`src/rtl/ulfc_regs.vh`:
```
// Register map, field positions, reset values and codes for the UART line/FIFO control block
`ifndef ULFC_REGS_VH
`define ULFC_REGS_VH

// Register word indices on the Avalon-MM slave
`define ULFC_IDX_DATA     3'h0
`define ULFC_IDX_IEN      3'h1
`define ULFC_IDX_ISR_FS   3'h2
`define ULFC_IDX_LFMT     3'h3
`define ULFC_IDX_MOC      3'h4
`define ULFC_IDX_MSTAT    3'h5
`define ULFC_IDX_EFR      3'h6

// Field positions
`define ULFC_FS_EN        0
`define ULFC_FS_RXRST     1
`define ULFC_FS_TXRST     2
`define ULFC_FS_DMA       3
`define ULFC_LF_STOP      2
`define ULFC_LF_PEN       3
`define ULFC_LF_EVEN      4
`define ULFC_LF_FORCE     5
`define ULFC_LF_BRK       6
`define ULFC_LF_DLAB      7
`define ULFC_MC_DTR       0
`define ULFC_MC_RTS       1
`define ULFC_MC_OUT1      2
`define ULFC_MC_OUT2      3
`define ULFC_MC_LOOP      4
`define ULFC_EFR_EN       4

// Reset values
`define ULFC_RST_LFMT     8'h00
`define ULFC_RST_MOC      8'h00
`define ULFC_RST_IEN      8'h00
`define ULFC_RST_EFR      8'h00
`define ULFC_RST_DIV      8'h00
`define ULFC_RST_TRIG     2'h0

// Interrupt identification codes, bits 3:1
`define ULFC_ID_LSR       3'h3
`define ULFC_ID_RXTO      3'h6
`define ULFC_ID_RXRDY     3'h2
`define ULFC_ID_TXRDY     3'h1
`define ULFC_ID_MSR       3'h0

// Trigger levels in characters
`define ULFC_TRIG_0       5'h01
`define ULFC_TRIG_1       5'h04
`define ULFC_TRIG_2       5'h08
`define ULFC_TRIG_3       5'h0E

`endif

```
`src/rtl/ulfc_top.v`:
```
// UART line format, FIFO setup, interrupt status and modem control logic
//
// Design decisions made here: the Avalon-MM interface to the registers and the placing of the registers.
`timescale 1ns/1ps
// What this block does
// [RQ1] Bits 3:1 of interrupt status encode highest pending source by fixed priority.
// [RQ2] With enhanced enable, bit 4 flags Xoff or special match; cleared as documented.
// [RQ3] With enhanced enable, bit 5 flags that flow signal was deasserted.
// [RQ4] Interrupt status bits 7:6 read one with FIFOs enabled, else zero.
// [RQ5] FIFO setup bit 0 enables FIFOs; other bits take effect only with it.
// [RQ6] FIFO setup bit 1 pulses a receive FIFO reset, self-clearing.
// [RQ7] FIFO setup bit 2 pulses a transmit FIFO reset, self-clearing.
// [RQ8] FIFO setup bit 3 is ignored; host writes zero.
// [RQ9] Transmit ready when level falls below trigger or FIFO empties.
// [RQ10] Receive ready when receive level reaches the selected trigger.
// [RQ11] Trigger selects map 00,01,10,11 to 1,4,8,14 characters; reset 00.
// [RQ12] Line format bits 1:0 give five to eight data bits.
// [RQ13] Stop bit 2 gives one, one and half for five bits, else two.
// [RQ14] Line format bit 3 enables parity generation and checking.
// [RQ15] Line format bit 4 picks odd (0) or even (1) parity.
// [RQ16] Line format bit 5 forces parity: one if bit 4 low, else zero.
// [RQ17] Line format bit 6 holds the serial output low as break.
// [RQ18] Line format bit 7 maps low two addresses onto divisor bytes.
// [RQ19] Modem bits 0,1 hold inverted ready and send signals, loopback only.
// [RQ20] Modem bit 2 drives no pin; feeds ring indicator in loopback.
// [RQ21] Modem bit 3 enables interrupt output drive in bus mode zero.
// [RQ22] Modem bit 3 feeds carrier detect status in loopback.
// [RQ23] Modem bit 4 selects internal loopback; zero at reset.
// [RQ24] In loopback clear-to-send follows send bit, data-set-ready follows ready.
// [RQ25] Hardware reset clears FIFO setup, line format and modem bits.
`include "ulfc_regs.vh"

module ulfc_top #(
   parameter LVL_W = 5
) (
   // Clock, reset, enable
   input  wire             clk_in,
   input  wire             rst_b_in,
   input  wire             ce_in,
   // Avalon-MM slave
   input  wire [2:0]       avs_address_in,
   input  wire             avs_read_in,
   input  wire             avs_write_in,
   input  wire [7:0]       avs_writedata_in,
   output reg  [7:0]       avs_readdata_out,
   output reg              avs_waitrequest_out,
   // Bus mode strap: 0 selects tri-state interrupt, 1 open active-low
   input  wire             bus_mode_in,
   // Events and levels from the data path
   input  wire [LVL_W-1:0] rx_level_in,
   input  wire [LVL_W-1:0] tx_level_in,
   input  wire             lsr_irq_in,
   input  wire             rx_timeout_in,
   input  wire             msr_irq_in,
   input  wire             xoff_det_in,
   input  wire             xon_det_in,
   input  wire             special_det_in,
   input  wire             rx_char_in,
   input  wire             flow_deassert_in,
   input  wire [7:0]       rx_data_in,
   input  wire             tx_serial_in,
   // Modem inputs, active low
   input  wire             cts_n_in,
   input  wire             dsr_n_in,
   input  wire             ri_n_in,
   input  wire             cd_n_in,
   // Data path control
   output reg              fifo_en_out,
   output reg              rx_fifo_reset_out,
   output reg              tx_fifo_reset_out,
   output reg  [1:0]       rx_trig_sel_out,
   output reg  [1:0]       tx_trig_sel_out,
   output reg              data_wr_out,
   output reg  [7:0]       data_out,
   output reg              data_rd_out,
   output reg  [15:0]      divisor_out,
   output reg  [7:0]       line_format_out,
   output reg  [7:0]       modem_output_control_out,
   output reg              serial_out,
   // Interrupt pin
   output reg              irq_out,
   output reg              irq_oe_out
);

   ////////////////////////////////////////////////////////////////////////////
   function [LVL_W-1:0] trig_count;
      input [1:0] sel;
      begin
         // [RQ11] Trigger level map
         case (sel)
            2'h0:    trig_count = `ULFC_TRIG_0;
            2'h1:    trig_count = `ULFC_TRIG_1;
            2'h2:    trig_count = `ULFC_TRIG_2;
            2'h3:    trig_count = `ULFC_TRIG_3;
            default: trig_count = `ULFC_TRIG_0;
         endcase
      end
   endfunction

   ////////////////////////////////////////////////////////////////////////////
   // Data register hit; the divisor latch shadows it while selected
   function data_hit;
      input [2:0] adr;
      input       dl;
      begin
         data_hit = (adr == `ULFC_IDX_DATA) & ~dl;
      end
   endfunction

   ////////////////////////////////////////////////////////////////////////////
   reg  [7:0]       ien_r;
   reg  [7:0]       efr_r;
   reg              txrdy_r;
   reg              xoff_r;
   reg              spec_r;
   reg              flow_r;
   reg  [LVL_W-1:0] tx_lvl_q_r;
   reg              shown_tx_r;

   wire             acc_rd;
   wire             acc_wr;
   wire             efr_en;
   wire             dlab;
   wire             loop;
   wire [LVL_W-1:0] rx_trig;
   wire [LVL_W-1:0] tx_trig;
   wire             tx_fall;
   wire             tx_empty;
   wire             rxrdy;
   wire             isr_rd;
   wire             thr_wr;

   // Access completes at the edge where waitrequest is seen low
   assign acc_rd   = avs_read_in & ~avs_waitrequest_out;
   assign acc_wr   = avs_write_in & ~avs_waitrequest_out;
   assign efr_en   = efr_r[`ULFC_EFR_EN];
   // [RQ18] Divisor latch select
   assign dlab     = line_format_out[`ULFC_LF_DLAB];
   // [RQ23] Loopback select
   assign loop     = modem_output_control_out[`ULFC_MC_LOOP];
   // Without FIFOs one character is the threshold
   assign rx_trig  = fifo_en_out ? trig_count(rx_trig_sel_out) : `ULFC_TRIG_0;
   assign tx_trig  = fifo_en_out ? trig_count(tx_trig_sel_out) : `ULFC_TRIG_0;
   // [RQ9] Falling below trigger, or emptying after a short reload
   assign tx_fall  = (tx_level_in < tx_trig) & (tx_lvl_q_r >= tx_trig);
   // A FIFO that stays empty raises nothing; only the drop to zero counts
   assign tx_empty = (tx_level_in == {LVL_W{1'b0}}) & (tx_lvl_q_r != {LVL_W{1'b0}});
   // [RQ10] Receive trigger reached
   assign rxrdy    = ien_r[0] & (rx_level_in >= rx_trig);
   assign isr_rd   = acc_rd & (avs_address_in == `ULFC_IDX_ISR_FS);
   assign thr_wr   = acc_wr & data_hit(avs_address_in, dlab);

   ////////////////////////////////////////////////////////////////////////////
   reg  [2:0] id_nxt;
   reg        pend_nxt;
   reg        shown_tx_nxt;
   reg  [7:0] isr_nxt;
   reg  [7:0] mstat_nxt;
   reg  [7:0] rd_nxt;

   always @* begin
      // [RQ1] Fixed priority encoder
      pend_nxt     = 1'b1;
      id_nxt       = `ULFC_ID_MSR;
      shown_tx_nxt = 1'b0;
      if (ien_r[2] & lsr_irq_in) begin
         id_nxt = `ULFC_ID_LSR;
      end else if (ien_r[0] & rx_timeout_in) begin
         id_nxt = `ULFC_ID_RXTO;
      end else if (rxrdy) begin
         id_nxt = `ULFC_ID_RXRDY;
      end else if (ien_r[1] & txrdy_r) begin
         id_nxt       = `ULFC_ID_TXRDY;
         shown_tx_nxt = 1'b1;
      end else if (ien_r[3] & msr_irq_in) begin
         id_nxt = `ULFC_ID_MSR;
      end else if (xoff_r | spec_r | flow_r) begin
         id_nxt = `ULFC_ID_MSR;
      end else begin
         pend_nxt = 1'b0;
      end
      // [RQ4] FIFO enable status
      isr_nxt = {{2{fifo_en_out}}, flow_r, xoff_r | spec_r, id_nxt, ~pend_nxt};
   end

   ////////////////////////////////////////////////////////////////////////////
   // Modem status as seen by software
   always @* begin
      // [RQ24] Loopback status mirrors the modem control bits
      if (loop) begin
         // [RQ19] Ready and send bits reach software only here
         // [RQ20] Ring indicator and [RQ22] carrier detect from bits 2, 3
         mstat_nxt = {modem_output_control_out[`ULFC_MC_OUT2],
                      modem_output_control_out[`ULFC_MC_OUT1],
                      modem_output_control_out[`ULFC_MC_DTR],
                      modem_output_control_out[`ULFC_MC_RTS], 4'h0};
      end else begin
         mstat_nxt = {~cd_n_in, ~ri_n_in, ~dsr_n_in, ~cts_n_in, 4'h0};
      end
   end

   ////////////////////////////////////////////////////////////////////////////
   // Read data is latched at the taking edge, one cycle before the clearing edge,
   // so only transmit ready is cleared by the state that its own read reported
   always @* begin
      case (avs_address_in)
         `ULFC_IDX_DATA:   rd_nxt = dlab ? divisor_out[7:0] : rx_data_in;
         `ULFC_IDX_IEN:    rd_nxt = dlab ? divisor_out[15:8] : ien_r;
         `ULFC_IDX_ISR_FS: rd_nxt = isr_nxt;
         `ULFC_IDX_LFMT:   rd_nxt = line_format_out;
         `ULFC_IDX_MOC:    rd_nxt = modem_output_control_out;
         `ULFC_IDX_MSTAT:  rd_nxt = mstat_nxt;
         `ULFC_IDX_EFR:    rd_nxt = efr_r;
         default:          rd_nxt = 8'h00;
      endcase
   end

   ////////////////////////////////////////////////////////////////////////////
   // Bus handshake: one wait cycle per access keeps read data registered
   // With ce_in low the wait state simply stretches; the master must keep waiting
   always @(posedge clk_in or negedge rst_b_in) begin
      if (!rst_b_in) begin
         avs_waitrequest_out <= 1'b1;
         avs_readdata_out    <= 8'h00;
         shown_tx_r          <= 1'b0;
         data_rd_out         <= 1'b0;
      end else if (ce_in) begin
         data_rd_out <= acc_rd & data_hit(avs_address_in, dlab);
         if ((avs_read_in | avs_write_in) & avs_waitrequest_out) begin
            avs_waitrequest_out <= 1'b0;
            if (avs_read_in) begin
               avs_readdata_out <= rd_nxt;
               shown_tx_r       <= shown_tx_nxt;
            end
         end else begin
            avs_waitrequest_out <= 1'b1;
         end
      end
   end

   ////////////////////////////////////////////////////////////////////////////
   // Register writes
   always @(posedge clk_in or negedge rst_b_in) begin
      if (!rst_b_in) begin
         // [RQ25] Everything clears on hardware reset
         fifo_en_out              <= 1'b0;
         rx_fifo_reset_out        <= 1'b0;
         tx_fifo_reset_out        <= 1'b0;
         rx_trig_sel_out          <= `ULFC_RST_TRIG;
         tx_trig_sel_out          <= `ULFC_RST_TRIG;
         line_format_out          <= `ULFC_RST_LFMT;
         modem_output_control_out <= `ULFC_RST_MOC;
         ien_r                    <= `ULFC_RST_IEN;
         efr_r                    <= `ULFC_RST_EFR;
         divisor_out              <= {`ULFC_RST_DIV, `ULFC_RST_DIV};
         data_wr_out              <= 1'b0;
         data_out                 <= 8'h00;
      end else if (ce_in) begin
         // [RQ6] [RQ7] Reset strobes last one cycle then self-clear
         rx_fifo_reset_out <= 1'b0;
         tx_fifo_reset_out <= 1'b0;
         data_wr_out       <= thr_wr;
         if (thr_wr) begin
            data_out <= avs_writedata_in;
         end
         if (acc_wr) begin
            case (avs_address_in)
               `ULFC_IDX_DATA: begin
                  if (dlab) begin
                     divisor_out[7:0] <= avs_writedata_in;
                  end
               end
               `ULFC_IDX_IEN: begin
                  if (dlab) begin
                     divisor_out[15:8] <= avs_writedata_in;
                  end else begin
                     ien_r <= avs_writedata_in;
                  end
               end
               `ULFC_IDX_ISR_FS: begin
                  // [RQ5] Bit 0 gates the rest of the write
                  fifo_en_out <= avs_writedata_in[`ULFC_FS_EN];
                  // [RQ8] Bit 3 deliberately unused
                  if (avs_writedata_in[`ULFC_FS_EN]) begin
                     // [RQ6] Receive FIFO pointer reset
                     rx_fifo_reset_out <= avs_writedata_in[`ULFC_FS_RXRST];
                     // [RQ7] Transmit FIFO pointer reset
                     tx_fifo_reset_out <= avs_writedata_in[`ULFC_FS_TXRST];
                     // [RQ10] Receive trigger select
                     rx_trig_sel_out   <= avs_writedata_in[7:6];
                     // [RQ9] Transmit select needs enhanced enable first
                     if (efr_en) begin
                        tx_trig_sel_out <= avs_writedata_in[5:4];
                     end
                  end
               end
               `ULFC_IDX_LFMT:  line_format_out          <= avs_writedata_in;
               `ULFC_IDX_MOC:   modem_output_control_out <= avs_writedata_in;
               `ULFC_IDX_EFR:   efr_r                    <= avs_writedata_in;
               default: begin
               end
            endcase
         end
      end
   end

   ////////////////////////////////////////////////////////////////////////////
   // Sticky interrupt sources; a set in the clearing cycle wins
   always @(posedge clk_in or negedge rst_b_in) begin
      if (!rst_b_in) begin
         txrdy_r    <= 1'b0;
         xoff_r     <= 1'b0;
         spec_r     <= 1'b0;
         flow_r     <= 1'b0;
         tx_lvl_q_r <= {LVL_W{1'b0}};
      end else if (ce_in) begin
         tx_lvl_q_r <= tx_level_in;
         // [RQ9] Transmit ready, cleared by status read or data write
         if (tx_fall | tx_empty) begin
            txrdy_r <= 1'b1;
         end else if (thr_wr | (isr_rd & shown_tx_r)) begin
            txrdy_r <= 1'b0;
         end
         // [RQ2] Xoff match: status read or Xon clears
         if (efr_en & ien_r[5] & xoff_det_in) begin
            xoff_r <= 1'b1;
         end else if (isr_rd | xon_det_in | ~efr_en) begin
            xoff_r <= 1'b0;
         end
         // [RQ2] Special match: status read or next character clears
         if (efr_en & ien_r[5] & special_det_in) begin
            spec_r <= 1'b1;
         end else if (isr_rd | rx_char_in | ~efr_en) begin
            spec_r <= 1'b0;
         end
         // [RQ3] Flow signal deasserted
         if (efr_en & flow_deassert_in) begin
            flow_r <= 1'b1;
         end else if (isr_rd | ~efr_en) begin
            flow_r <= 1'b0;
         end
      end
   end

   ////////////////////////////////////////////////////////////////////////////
   // Serial line and interrupt pin
   always @(posedge clk_in or negedge rst_b_in) begin
      if (!rst_b_in) begin
         serial_out <= 1'b1;
         irq_out    <= 1'b0;
         irq_oe_out <= 1'b0;
      end else if (ce_in) begin
         // [RQ17] Break forces the line low
         serial_out <= tx_serial_in & ~line_format_out[`ULFC_LF_BRK];
         if (bus_mode_in) begin
            // Open active-low request; bit 3 is kept zero by the host here
            irq_out    <= ~pend_nxt;
            irq_oe_out <= pend_nxt;
         end else begin
            // [RQ21] Bit 3 enables the active-high drive
            irq_out    <= pend_nxt;
            irq_oe_out <= modem_output_control_out[`ULFC_MC_OUT2];
         end
      end
   end

   ////////////////////////////////////////////////////////////////////////////
   // Line format decode is done by the framer from line_format_out:
   // [RQ12] bits 1:0 word length 5..8, [RQ13] bit 2 stop length,
   // [RQ14] bit 3 parity on, [RQ15] bit 4 sense, [RQ16] bit 5 forced value.
   // Keeping one copy avoids the framer and this block disagreeing.
   // [RQ19] Modem bits 0,1 leave only through loopback status, no pin.
   // [RQ23] Loopback select is modem bit 4.

endmodule

```
`config.mk`:
```
export PLATFORM = sky130hd
export DESIGN_NAME = ulfc_top
export DESIGN_NICKNAME = d
export VERILOG_FILES = /design/src/rtl/ulfc_top.v
export VERILOG_INCLUDE_DIRS = /design/src /design/src/rtl
export SDC_FILE = /design/constraint.sdc
export NUM_CORES = 1
export LEC_CHECK = 0
export ABC_AREA = 1
export BUFFER_PORTS_ARGS = -buffer_cell sky130_fd_sc_hd__buf_2
export CAP_MARGIN = 20
export CORE_MARGIN = 5
export CORE_UTILIZATION = 54
export DETAILED_ROUTE_END_ITERATION = 10
export PLACE_DENSITY = 0.79
export SLEW_MARGIN = 20
export SYNTH_ARGS = -nofsm -noshare
export SYNTH_HDL_FRONTEND = slang
export SYNTH_SLANG_ARGS = --single-unit
```
`constraint.sdc`:
```
create_clock -name clk_in -period 1.83 [get_ports clk_in]
set_input_delay 0.0915 -clock clk_in [delete_from_list [all_inputs] [get_ports clk_in]]
set_output_delay 0.0915 -clock clk_in [all_outputs]
set_load 0.01 [all_outputs]
```
# --- Yosys cells after proc, flatten, opt, wreduce, memory -nomap -nowiden ---
# Cells that the tools add are included.
word_totals:
  reg_bits: 87
  latchBits: 0
  ram_bits: 0
  rom_bits: 0
  in_bits: 48
  out_inout_bits: 61
  wordCells: 142
  memories: 0
op_classes:
  n_addsub: 0
  mul: 0
  div: 0
  order_cmp: 3
  eq_ne: 12
  shifts: 0
  muxes: 39
  bitwise_logic: 39
  n_reduce_logical: 24
ops:
  columns: ["cell", "count"]
  rows:
  - ["$pmux W8 S7", 1]
  - ["$pmux W5 S4", 2]
  - ["$mux W1", 28]
  - ["$mux W8", 3]
  - ["$and A1 B1 Y1", 20]
  - ["$reduce_and A4 Y1", 4]
  - ["$reduce_and A3 Y1", 5]
  - ["$ge A5 B5 Y1", 2]
  - ["$mux W5", 2]
  - ["$or A1 B1 Y1", 10]
  - ["$reduce_and A2 Y1", 5]
  - ["$eq A3 B3 Y1 const B", 3]
  - ["$not A1 Y1", 9]
  - ["$eq A2 B2 Y1 const B", 4]
  - ["$reduce_bool A2 Y1", 4]
  - ["$eq A3 B2 Y1 const B", 2]
  - ["$mux W3", 2]
  - ["$logic_not A5 Y1", 1]
  - ["$lt A5 B5 Y1", 1]
  - ["$reduce_and A5 Y1", 1]
  - ["$reduce_bool A5 Y1", 1]
  - ["$eq A2 B1 Y1 const B", 2]
  - ["$logic_not A2 Y1", 2]
  - ["$eq A3 B1 Y1 const B", 1]
  - ["other kinds (2)", 2]

# --- Depth between registers and ports, before layout ---
# Gate-level depths: netlist of run 1.
depth:
  depth_word: 10
  ltp_mapped: 14
  mapped_depth_nobuf: 13

# --- Worst setup path after synthesis of run 1 ---
# OpenSTA, ideal clock, no wires.
synth_path:
  path_type: "reg2reg"
  from: "register fifo_en_out"
  to: "register avs_readdata_out[2]"
  arrival_ns: 1.514
  path_slack_ns: 0.200
  path_stages_with_launch: 14
  path_buffers: 1
  synth_period_minus_slack_ns: 1.630
  cell_sequence: "dfrtp_1 > buf_2 > nand2_1 > ha_1 > nand2_1 > nand3_1 > nor2_1 > nand2_1 > nand2_1 > nand2_1 > nand2_1 > nand3_1 > nand2_1 > nand2_1"
synth_between:
  elab_chain_cells: 7
synth_lines:
  columns: ["item", "line", "rtl"]
  rows:
  - ["start: declaration", "ulfc_top.v:68", "output reg fifo_en_out,"]
  - ["start signal: assignment", "ulfc_top.v:282", "fifo_en_out <= avs_writedata_in[`ULFC_FS_EN];"]
  - ["$mux W5 (no source line)", null, null]
  - ["$ge A5 B5 Y1", "ulfc_top.v:149", "assign rxrdy = ien_r[0] & (rx_level_in >= rx_trig);"]
  - ["$and A1 B1 Y1", "ulfc_top.v:149", null]
  - ["$mux W2", "ulfc_top.v:170", "end else if (rxrdy) begin"]
  - ["$mux W3", "ulfc_top.v:168", "end else if (ien_r[0] & rx_timeout_in) begin"]
  - ["$mux W3", "ulfc_top.v:166", "if (ien_r[2] & lsr_irq_in) begin"]
  - ["$pmux W8 S7", "ulfc_top.v:206", "case (avs_address_in)"]
  - ["end signal: assignment", "ulfc_top.v:232", "avs_readdata_out <= rd_nxt;"]
  - ["end: declaration", "ulfc_top.v:45", "output reg [7:0] avs_readdata_out,"]
# No other way between the ends.
# A chain may end at the register's enable or synchronous reset.

# --- Worst setup path in the final report of run 1 ---
layout_path:
  from: "register fifo_en_out"
  to: "register avs_readdata_out[1]"
# The elaborated chain is that of the path after synthesis.

==> qor.yml, run 1 <==
status: "complete, no violations"
die_width_um: 101
max_freq_mhz: 581
clk_latency_ns: 0.36
area_growth_pct: 20.9
io_pins: 109
drc_errors: 0
slew_viol_final: 0
critPathArrivalTime_ns: 1.97
synth-xor-area-share_pct: 0
synth_area_leader_cell: "dfrtp_1"
synthSimpleGateAreaFrac_pct: 27.2
max-slew-margin-rel_pct: 59.7
tns_ns: 0
nFillCells: 703
post-route-period-util_pct: 94.0
place_area_um2: 5060
cts_buffers: 9
clockRootBuffer: "clkbuf_8"
drv_cap: 0
die_h_um: 101
synth_compound_area_share_pct: 14.6
avgRoutedWirePerCell_um: 16.2
synthCells: 534
ir_worst_vdd_uv: 423
synth_seq_cells: 87
p_per_area_nw_per_um2: 960
cpMostUsedCell: "nand2_1"
utilization_pct: 66.2
cp_max_fo: 8
syn_nets: 593
nets: 713
gp_congestion: 0.978
clock_path_buffers: 2
design.core.area_um2: 8090
synth_top_family_by_area: "simple AND/OR/NAND/NOR gates"
finalSetupViolations: 0
start_util_pct: 54.8
ys.flop_type: "dfrtp_1"
crit_type: "reg -> reg"
grt.overflow.total: 0
yosysTopAreaCellShare_pct: 48.0
via_per_inst: 5.38
worstSetupEndpointType: "flip-flop"
final_cells: 764
htreeDepth: 3
dr.pass1.iters: 5
finalHoldViolations: 0
ys_warn_count: 0
synth_cell_types: 39
grt_pass1_wl_um: 19900
worstPathCellList: "nand2_1 > ha_4 > nand2_1 > nand3b_1 > nand2_2 > nand2_2 > nand2_1 > nand2_1 > nand2_1 > nand2_1 > nand2_1 > nand2_1"
yosys.area_share.adder_pct: 3.11
dp.final_hpwl_um: 9020
rsz0062_at_grt: "true"
mappedNetlistArea_um2: 4430
netlist_top_cells_area: "dfrtp_1 48%, nand2_1 17%, o21ai_0 5.9%"
finalInstanceArea_um2: 5360
grt_usage_pct: 25.2
slowest_stage: "dfrtp_2"
period_needed_ns: 1.72
r2r_slack_ns: 0.11
p_leak_nw: 2.92
post-place-cells: 740
wl_um: 12400
power_mw: 5.14
antenna_cells: 0
grt_max_degree: 43
hold_class: "in -> reg"
cts.clk_slew.worst_paths_ns: 0.08
drt_iter0_drc: 324
antenna_found_initial: 0
drive_gt1_share_pct: 27.9
worstSetupStartpointType: "flip-flop"
cts.sink_count: 87
io_buffer_count: 108
route.antenna.remaining_nets: 0
routed-via-count: 4107
required_ns: 2.08
finalClockSkew_ns: 0.0104
post_synth_mux_area_share_pct: 0
cp_slowest_stage_delay_ns: 0.44
async_flop_share_pct: 100
syn_avg_cell_area_um2: 8.30
rows: 33
grt_pass1_vias: 3972
dieArea_um2: 10100
tightest_slew_ns: 0.603
synth_edf_count: 0
synth-seq-area-share_pct: 49.2
cts_tree: "done"
[critical path: cells and delay by family (launching register included)]
family | cells | cell delay [ns]
adders and majority gates | 1 | 0.28
and+or+nand+nor | 11 | 0.89
DFF | 1 | 0.44
[worst paths after layout]
| kind | from | end | depth (start not counted) |
|---|---|---|---|
| max | fifo_en_out | avs_readdata_out[1] | 12 |
| min | tx_level_in[2] | tx_lvl_q_r[2] | 3 |
| max reg2reg | fifo_en_out | avs_readdata_out[1] | 12 |
| min reg2reg | avs_readdata_out[7] | avs_readdata_out[7] | 2 |
| max in group asynchronous | rst_b_in | efr_r[7] | 3 |
| min in group asynchronous | rst_b_in | tx_lvl_q_r[1] | 2 |
[cell families after synthesis]
family                     Yosys count
and+or+nand+nor                    273
buffers and inverters               54
AOI/OAI and AO/OA                  109
DFF                                 87
adders and majority gates           11
[stage by stage]
stage                     worst slack [ns]  hold slack [ns]
after global placement               0.145           0.0495
after detailed placement            0.0326           0.0473
after floorplan                      0.200           -0.204
after CTS                          0.00723           0.0163
after global routing                -0.101           0.0403
final                                0.109           0.0124
[cells in the mapped netlist (2+ instances only)]
master / n
a21oi_1: 27
a21oi_2: 2
a22o_1: 2
a22oi_1: 2
buf_2: 5
buf_6: 5
clkbuf_1: 3
dfrtp_1: 85
dfstp_2: 2
ha_1: 11
inv_1: 31
inv_2: 7
nand2_1: 195
nand2_4: 5
nand3_1: 16
nand3_4: 2
nand4_1: 9
nor2_1: 32
nor2_2: 3
nor3_1: 2
nor3_4: 2
o21ai_0: 52
o21ai_2: 16
o31ai_1: 2
or2_2: 2
[layout by cell type (no fill, tap or decap), types with 2 or more instances in the layout]
cell	netlist	routed
inv_2	7	7
clkbuf_8	0	9
o21ai_2	16	16
a21oi_2	2	2
a22oi_1	2	2
clkbuf_1	3	3
nand3_4	2	2
inv_1	31	31
nand2_1	195	193
o21ai_1	1	2
o21ai_0	52	51
dlygate4sd3_1	0	5
a22o_1	2	2
nor2_2	3	4
nand2_2	1	3
ha_4	0	2
nand3_1	16	15
o31ai_1	2	2
a21oi_1	27	27
buf_2	5	107
buf_4	1	11
nand4_1	9	9
or2_2	2	2
dfstp_2	2	2
dfrtp_1	85	84
ha_1	11	9
nor3_4	2	2
clkinv_2	0	2
nor3_1	2	2
nor2_1	32	31
nand2_4	5	5
[power by group]
group	internal, mW	leakage (nW)	switching, mW	total, mW
combinational	0.530	1.68	0.785	1.31
clock	0.631	0.0943	0.658	1.29
sequential	2.26	1.14	0.278	2.54
total	3.42	2.92	1.72	5.14
[cell type report]
class	instances	area [um^2]	share of cell area [%]
clock inverters	4	48.8	0.911
clock buffers	12	135	2.52
flip-flops and latches	87	2180	40.7
repair buffers	124	688	12.8
well taps	105	131	2.45
multi-input cells	393	2030	37.8
inverters	39	149	2.78
[state kept, by name, summed over array words and instances (netlist names), 2 cells and up]
signal                    count
tx_lvl_q_r                    5
modem_output_control_out      8
tx_trig_sel_out               2
efr_r                         8
rx_trig_sel_out               2
ien_r                         8
divisor_out                  16
avs_readdata_out              8
line_format_out               8
data_out                      8
[per-layer routing]
layer	vias up	wire (um)	GRT usage, %
met5	-	0	0
met2	156	5500	37.8
met1	1933	5660	36.8
met4	0	347	9.95
li1	1991	-	-
met3	27	863	3.81
[what timing repair did]
item                                    4_1_cts  5_1_grt
hold buffers                                  5        0
resized for setup                             0        8
buffers inserted                              0        3
endpoints found under the setup margin        0        7
endpoints found under the hold margin        32        0
No activity file was read; power rests on OpenSTA's default activity.
==> run 2: changes to the inputs <==
--- a/config.mk
+++ b/config.mk
@@ -12,6 +12,7 @@
 export CORE_MARGIN = 5
 export CORE_UTILIZATION = 54
 export DETAILED_ROUTE_END_ITERATION = 10
+export MAX_ROUTING_LAYER = met4
 export PLACE_DENSITY = 0.79
 export SLEW_MARGIN = 20
 export SYNTH_ARGS = -nofsm -noshare
==> run 2 against run 1 <==
Via count up 1.8%. Worst hold slack better by 0.0068 ns. Fmax up 2.5%. Clock-buffer cell count down 1. Clock power up 9%. Sequential share of layout area down 0.12 points. Utilization up 0.20 points. Critical path depth down 1. Combinational power about the same. Global-route usage up 1.2 points. Die area unchanged.
==> qor.yml, run 2 (synthesized netlist as in run 1, its figures left out) <==
finalHoldViolations: 0
grt_pass1_vias: 4093
grt_usage_pct: 26.4
cts_tree: "done"
power.switching_mw: 1.78
drc_errors: 0
p_int_mw: 3.47
use_met3_pct: 4.50
io_buffer_count: 108
antenna_cells: 0
area_growth_pct: 21.3
largest_reg_flops: 16
max-slew-margin-rel_pct: 60.2
wl_um: 12500
die_width_um: 101
regMostFlops: "divisor_out"
drt_iter0_drc: 251
power_mw: 5.25
cts.sink_count: 87
slowest_stage: "dfrtp_2"
tightest_slew_ns: 0.595
slew_viol_final: 0
crit_path_start: "fifo_en_out"
via_per_inst: 5.46
finalClockSkew_ns: 0.00925
layout_common_cells: "192 x nand2_1, 107 x buf_2, 84 x dfrtp_1"
critPathBufInv: 2
clockRootBuffer: "clkbuf_8"
cpMostUsedCell: "nand2_1"
design.core.area_um2: 8090
grt_max_degree: 46
worstSetupStartpointType: "flip-flop"
avgRoutedWirePerCell_um: 16.4
ir_worst_vdd_uv: 523
dp.final_hpwl_um: 9250
grt.overflow.total: 0
tns_ns: 0
p_seq_share_pct: 48.4
route.antenna.remaining_nets: 0
nFillCells: 699
gp_congestion: 0.977
dieArea_um2: 10100
holdCritStartpoint: "xoff_det_in"
combPwrFrac_pct: 25.0
drive_gt1_share_pct: 27.7
dr.pass1.iters: 5
finalSetupViolations: 0
die_h_um: 101
cts.clk_slew.worst_paths_ns: 0.09
io_pins: 109
start_util_pct: 54.8
grt_pass1_wl_um: 20100
switching_share_pct: 34.0
place_area_um2: 5060
clock_path_buffers: 2
rsz0062_at_grt: "false"
cp_slowest_stage_delay_ns: 0.45
utilization_pct: 66.4
p_leak_nw: 2.93
worstPathCellList: "buf_4 > o21ai_0 > ha_1 > inv_1 > nand2_1 > a21oi_1 > nor2_1 > o21ai_0 > a21oi_1 > nand2_1 > nand2_1"
crit_type: "reg -> reg"
met2_usage_pct: 40.3
drv_cap: 0
hold_class: "in -> reg"
p_per_area_nw_per_um2: 977
met1_usage_pct: 35.1
htreeDepth: 3
clkPwrFrac_pct: 26.6
cp_max_fo: 6
crit_family: "flip-flops"
busiest_layer: "met2"
rows: 33
clk_latency_ns: 0.36
period_needed_ns: 1.68
r2r_start: "fifo_en_out"
layout_commonest_cell: "nand2_1"
antenna_found_initial: 0
cts_buffers: 9
routed-via-count: 4180
critPathArrivalTime_ns: 1.92
finalInstanceArea_um2: 5380
max_freq_mhz: 596
post-route-period-util_pct: 91.7
worstSetupEndpointType: "flip-flop"
required_ns: 2.07
nets: 714
status: "complete, no violations"
-- run 2: changes by cell type in the layout (fill, tap and decap cells not counted), moves of 2 or more --
cell           previous run  this run
inv_6                     0         2
dlygate4sd3_1             5         7
clkinv_2                  2         0
clkbuf_1                  3         1
-- run 2: metrics by stage --
step                instances  hold WS, ns  setup slack (ns)
floorplan                 534       -0.204             0.200
global placement          740     -0.00303             0.148
detailed placement        740     -0.00512          -0.00357
CTS                       763      0.00501            0.0549
global route              765       0.0217           0.00129
finish                    765       0.0191             0.151
-- run 2: path summary, 6_finish.rpt --
path	end	slack, ns	cells after the start
setup / recovery	txrdy_r	0.15	11
hold / removal	xoff_r	0.02	3
setup reg to reg	txrdy_r	0.15	11
hold reg to reg	avs_readdata_out[5]	0.49	2
max in group asynchronous	txrdy_r	1.08	3
min in group asynchronous	tx_lvl_q_r[0]	0.16	2
-- run 2: tightest hold or removal path, cell delays in order --
cell and delay (ns):
buf_2 0.08, nand4_1 0.08, o21ai_0 0.09
-- run 2: area by class of cell --
type | instances | area [um^2] | area share [%]
Clock inverter | 5 | 63.8 | 1.19
Inverter | 39 | 149 | 2.77
Multi-Input combinational cell | 393 | 2010 | 37.4
Clock buffer | 11 | 141 | 2.63
Tap cell | 105 | 131 | 2.44
Timing Repair Buffer | 125 | 701 | 13.0
Sequential cell | 87 | 2180 | 40.6
-- run 2: power by group through the flow --
| stage | logic, mW | registers [mW] | clock network [mW] |
|---|---|---|---|
| after global placement | 1.24 | 2.56 | 0 |
| after CTS | 1.30 | 2.54 | 1.42 |
| final | 1.31 | 2.54 | 1.40 |
| after global routing | 1.47 | 2.58 | 1.49 |
| after detailed placement | 1.28 | 2.57 | 0 |
| after floorplan | 0.653 | 2.61 | 0 |
-- run 2: routing by layer --
layer,vias to the layer above,wire [um]
li1,1988,-
met1,1971,5310
met2,193,5880
met3,28,957
met4,0,365
met5,-,0
-- run 2: repair_timing --
action	CTS	global route
buffers inserted	0	2
endpoints found under the hold margin	93	0
hold buffers	7	0
cloned	0	0
endpoints found under the setup margin	2	6
resized for setup	1	5
pin swaps	0	1
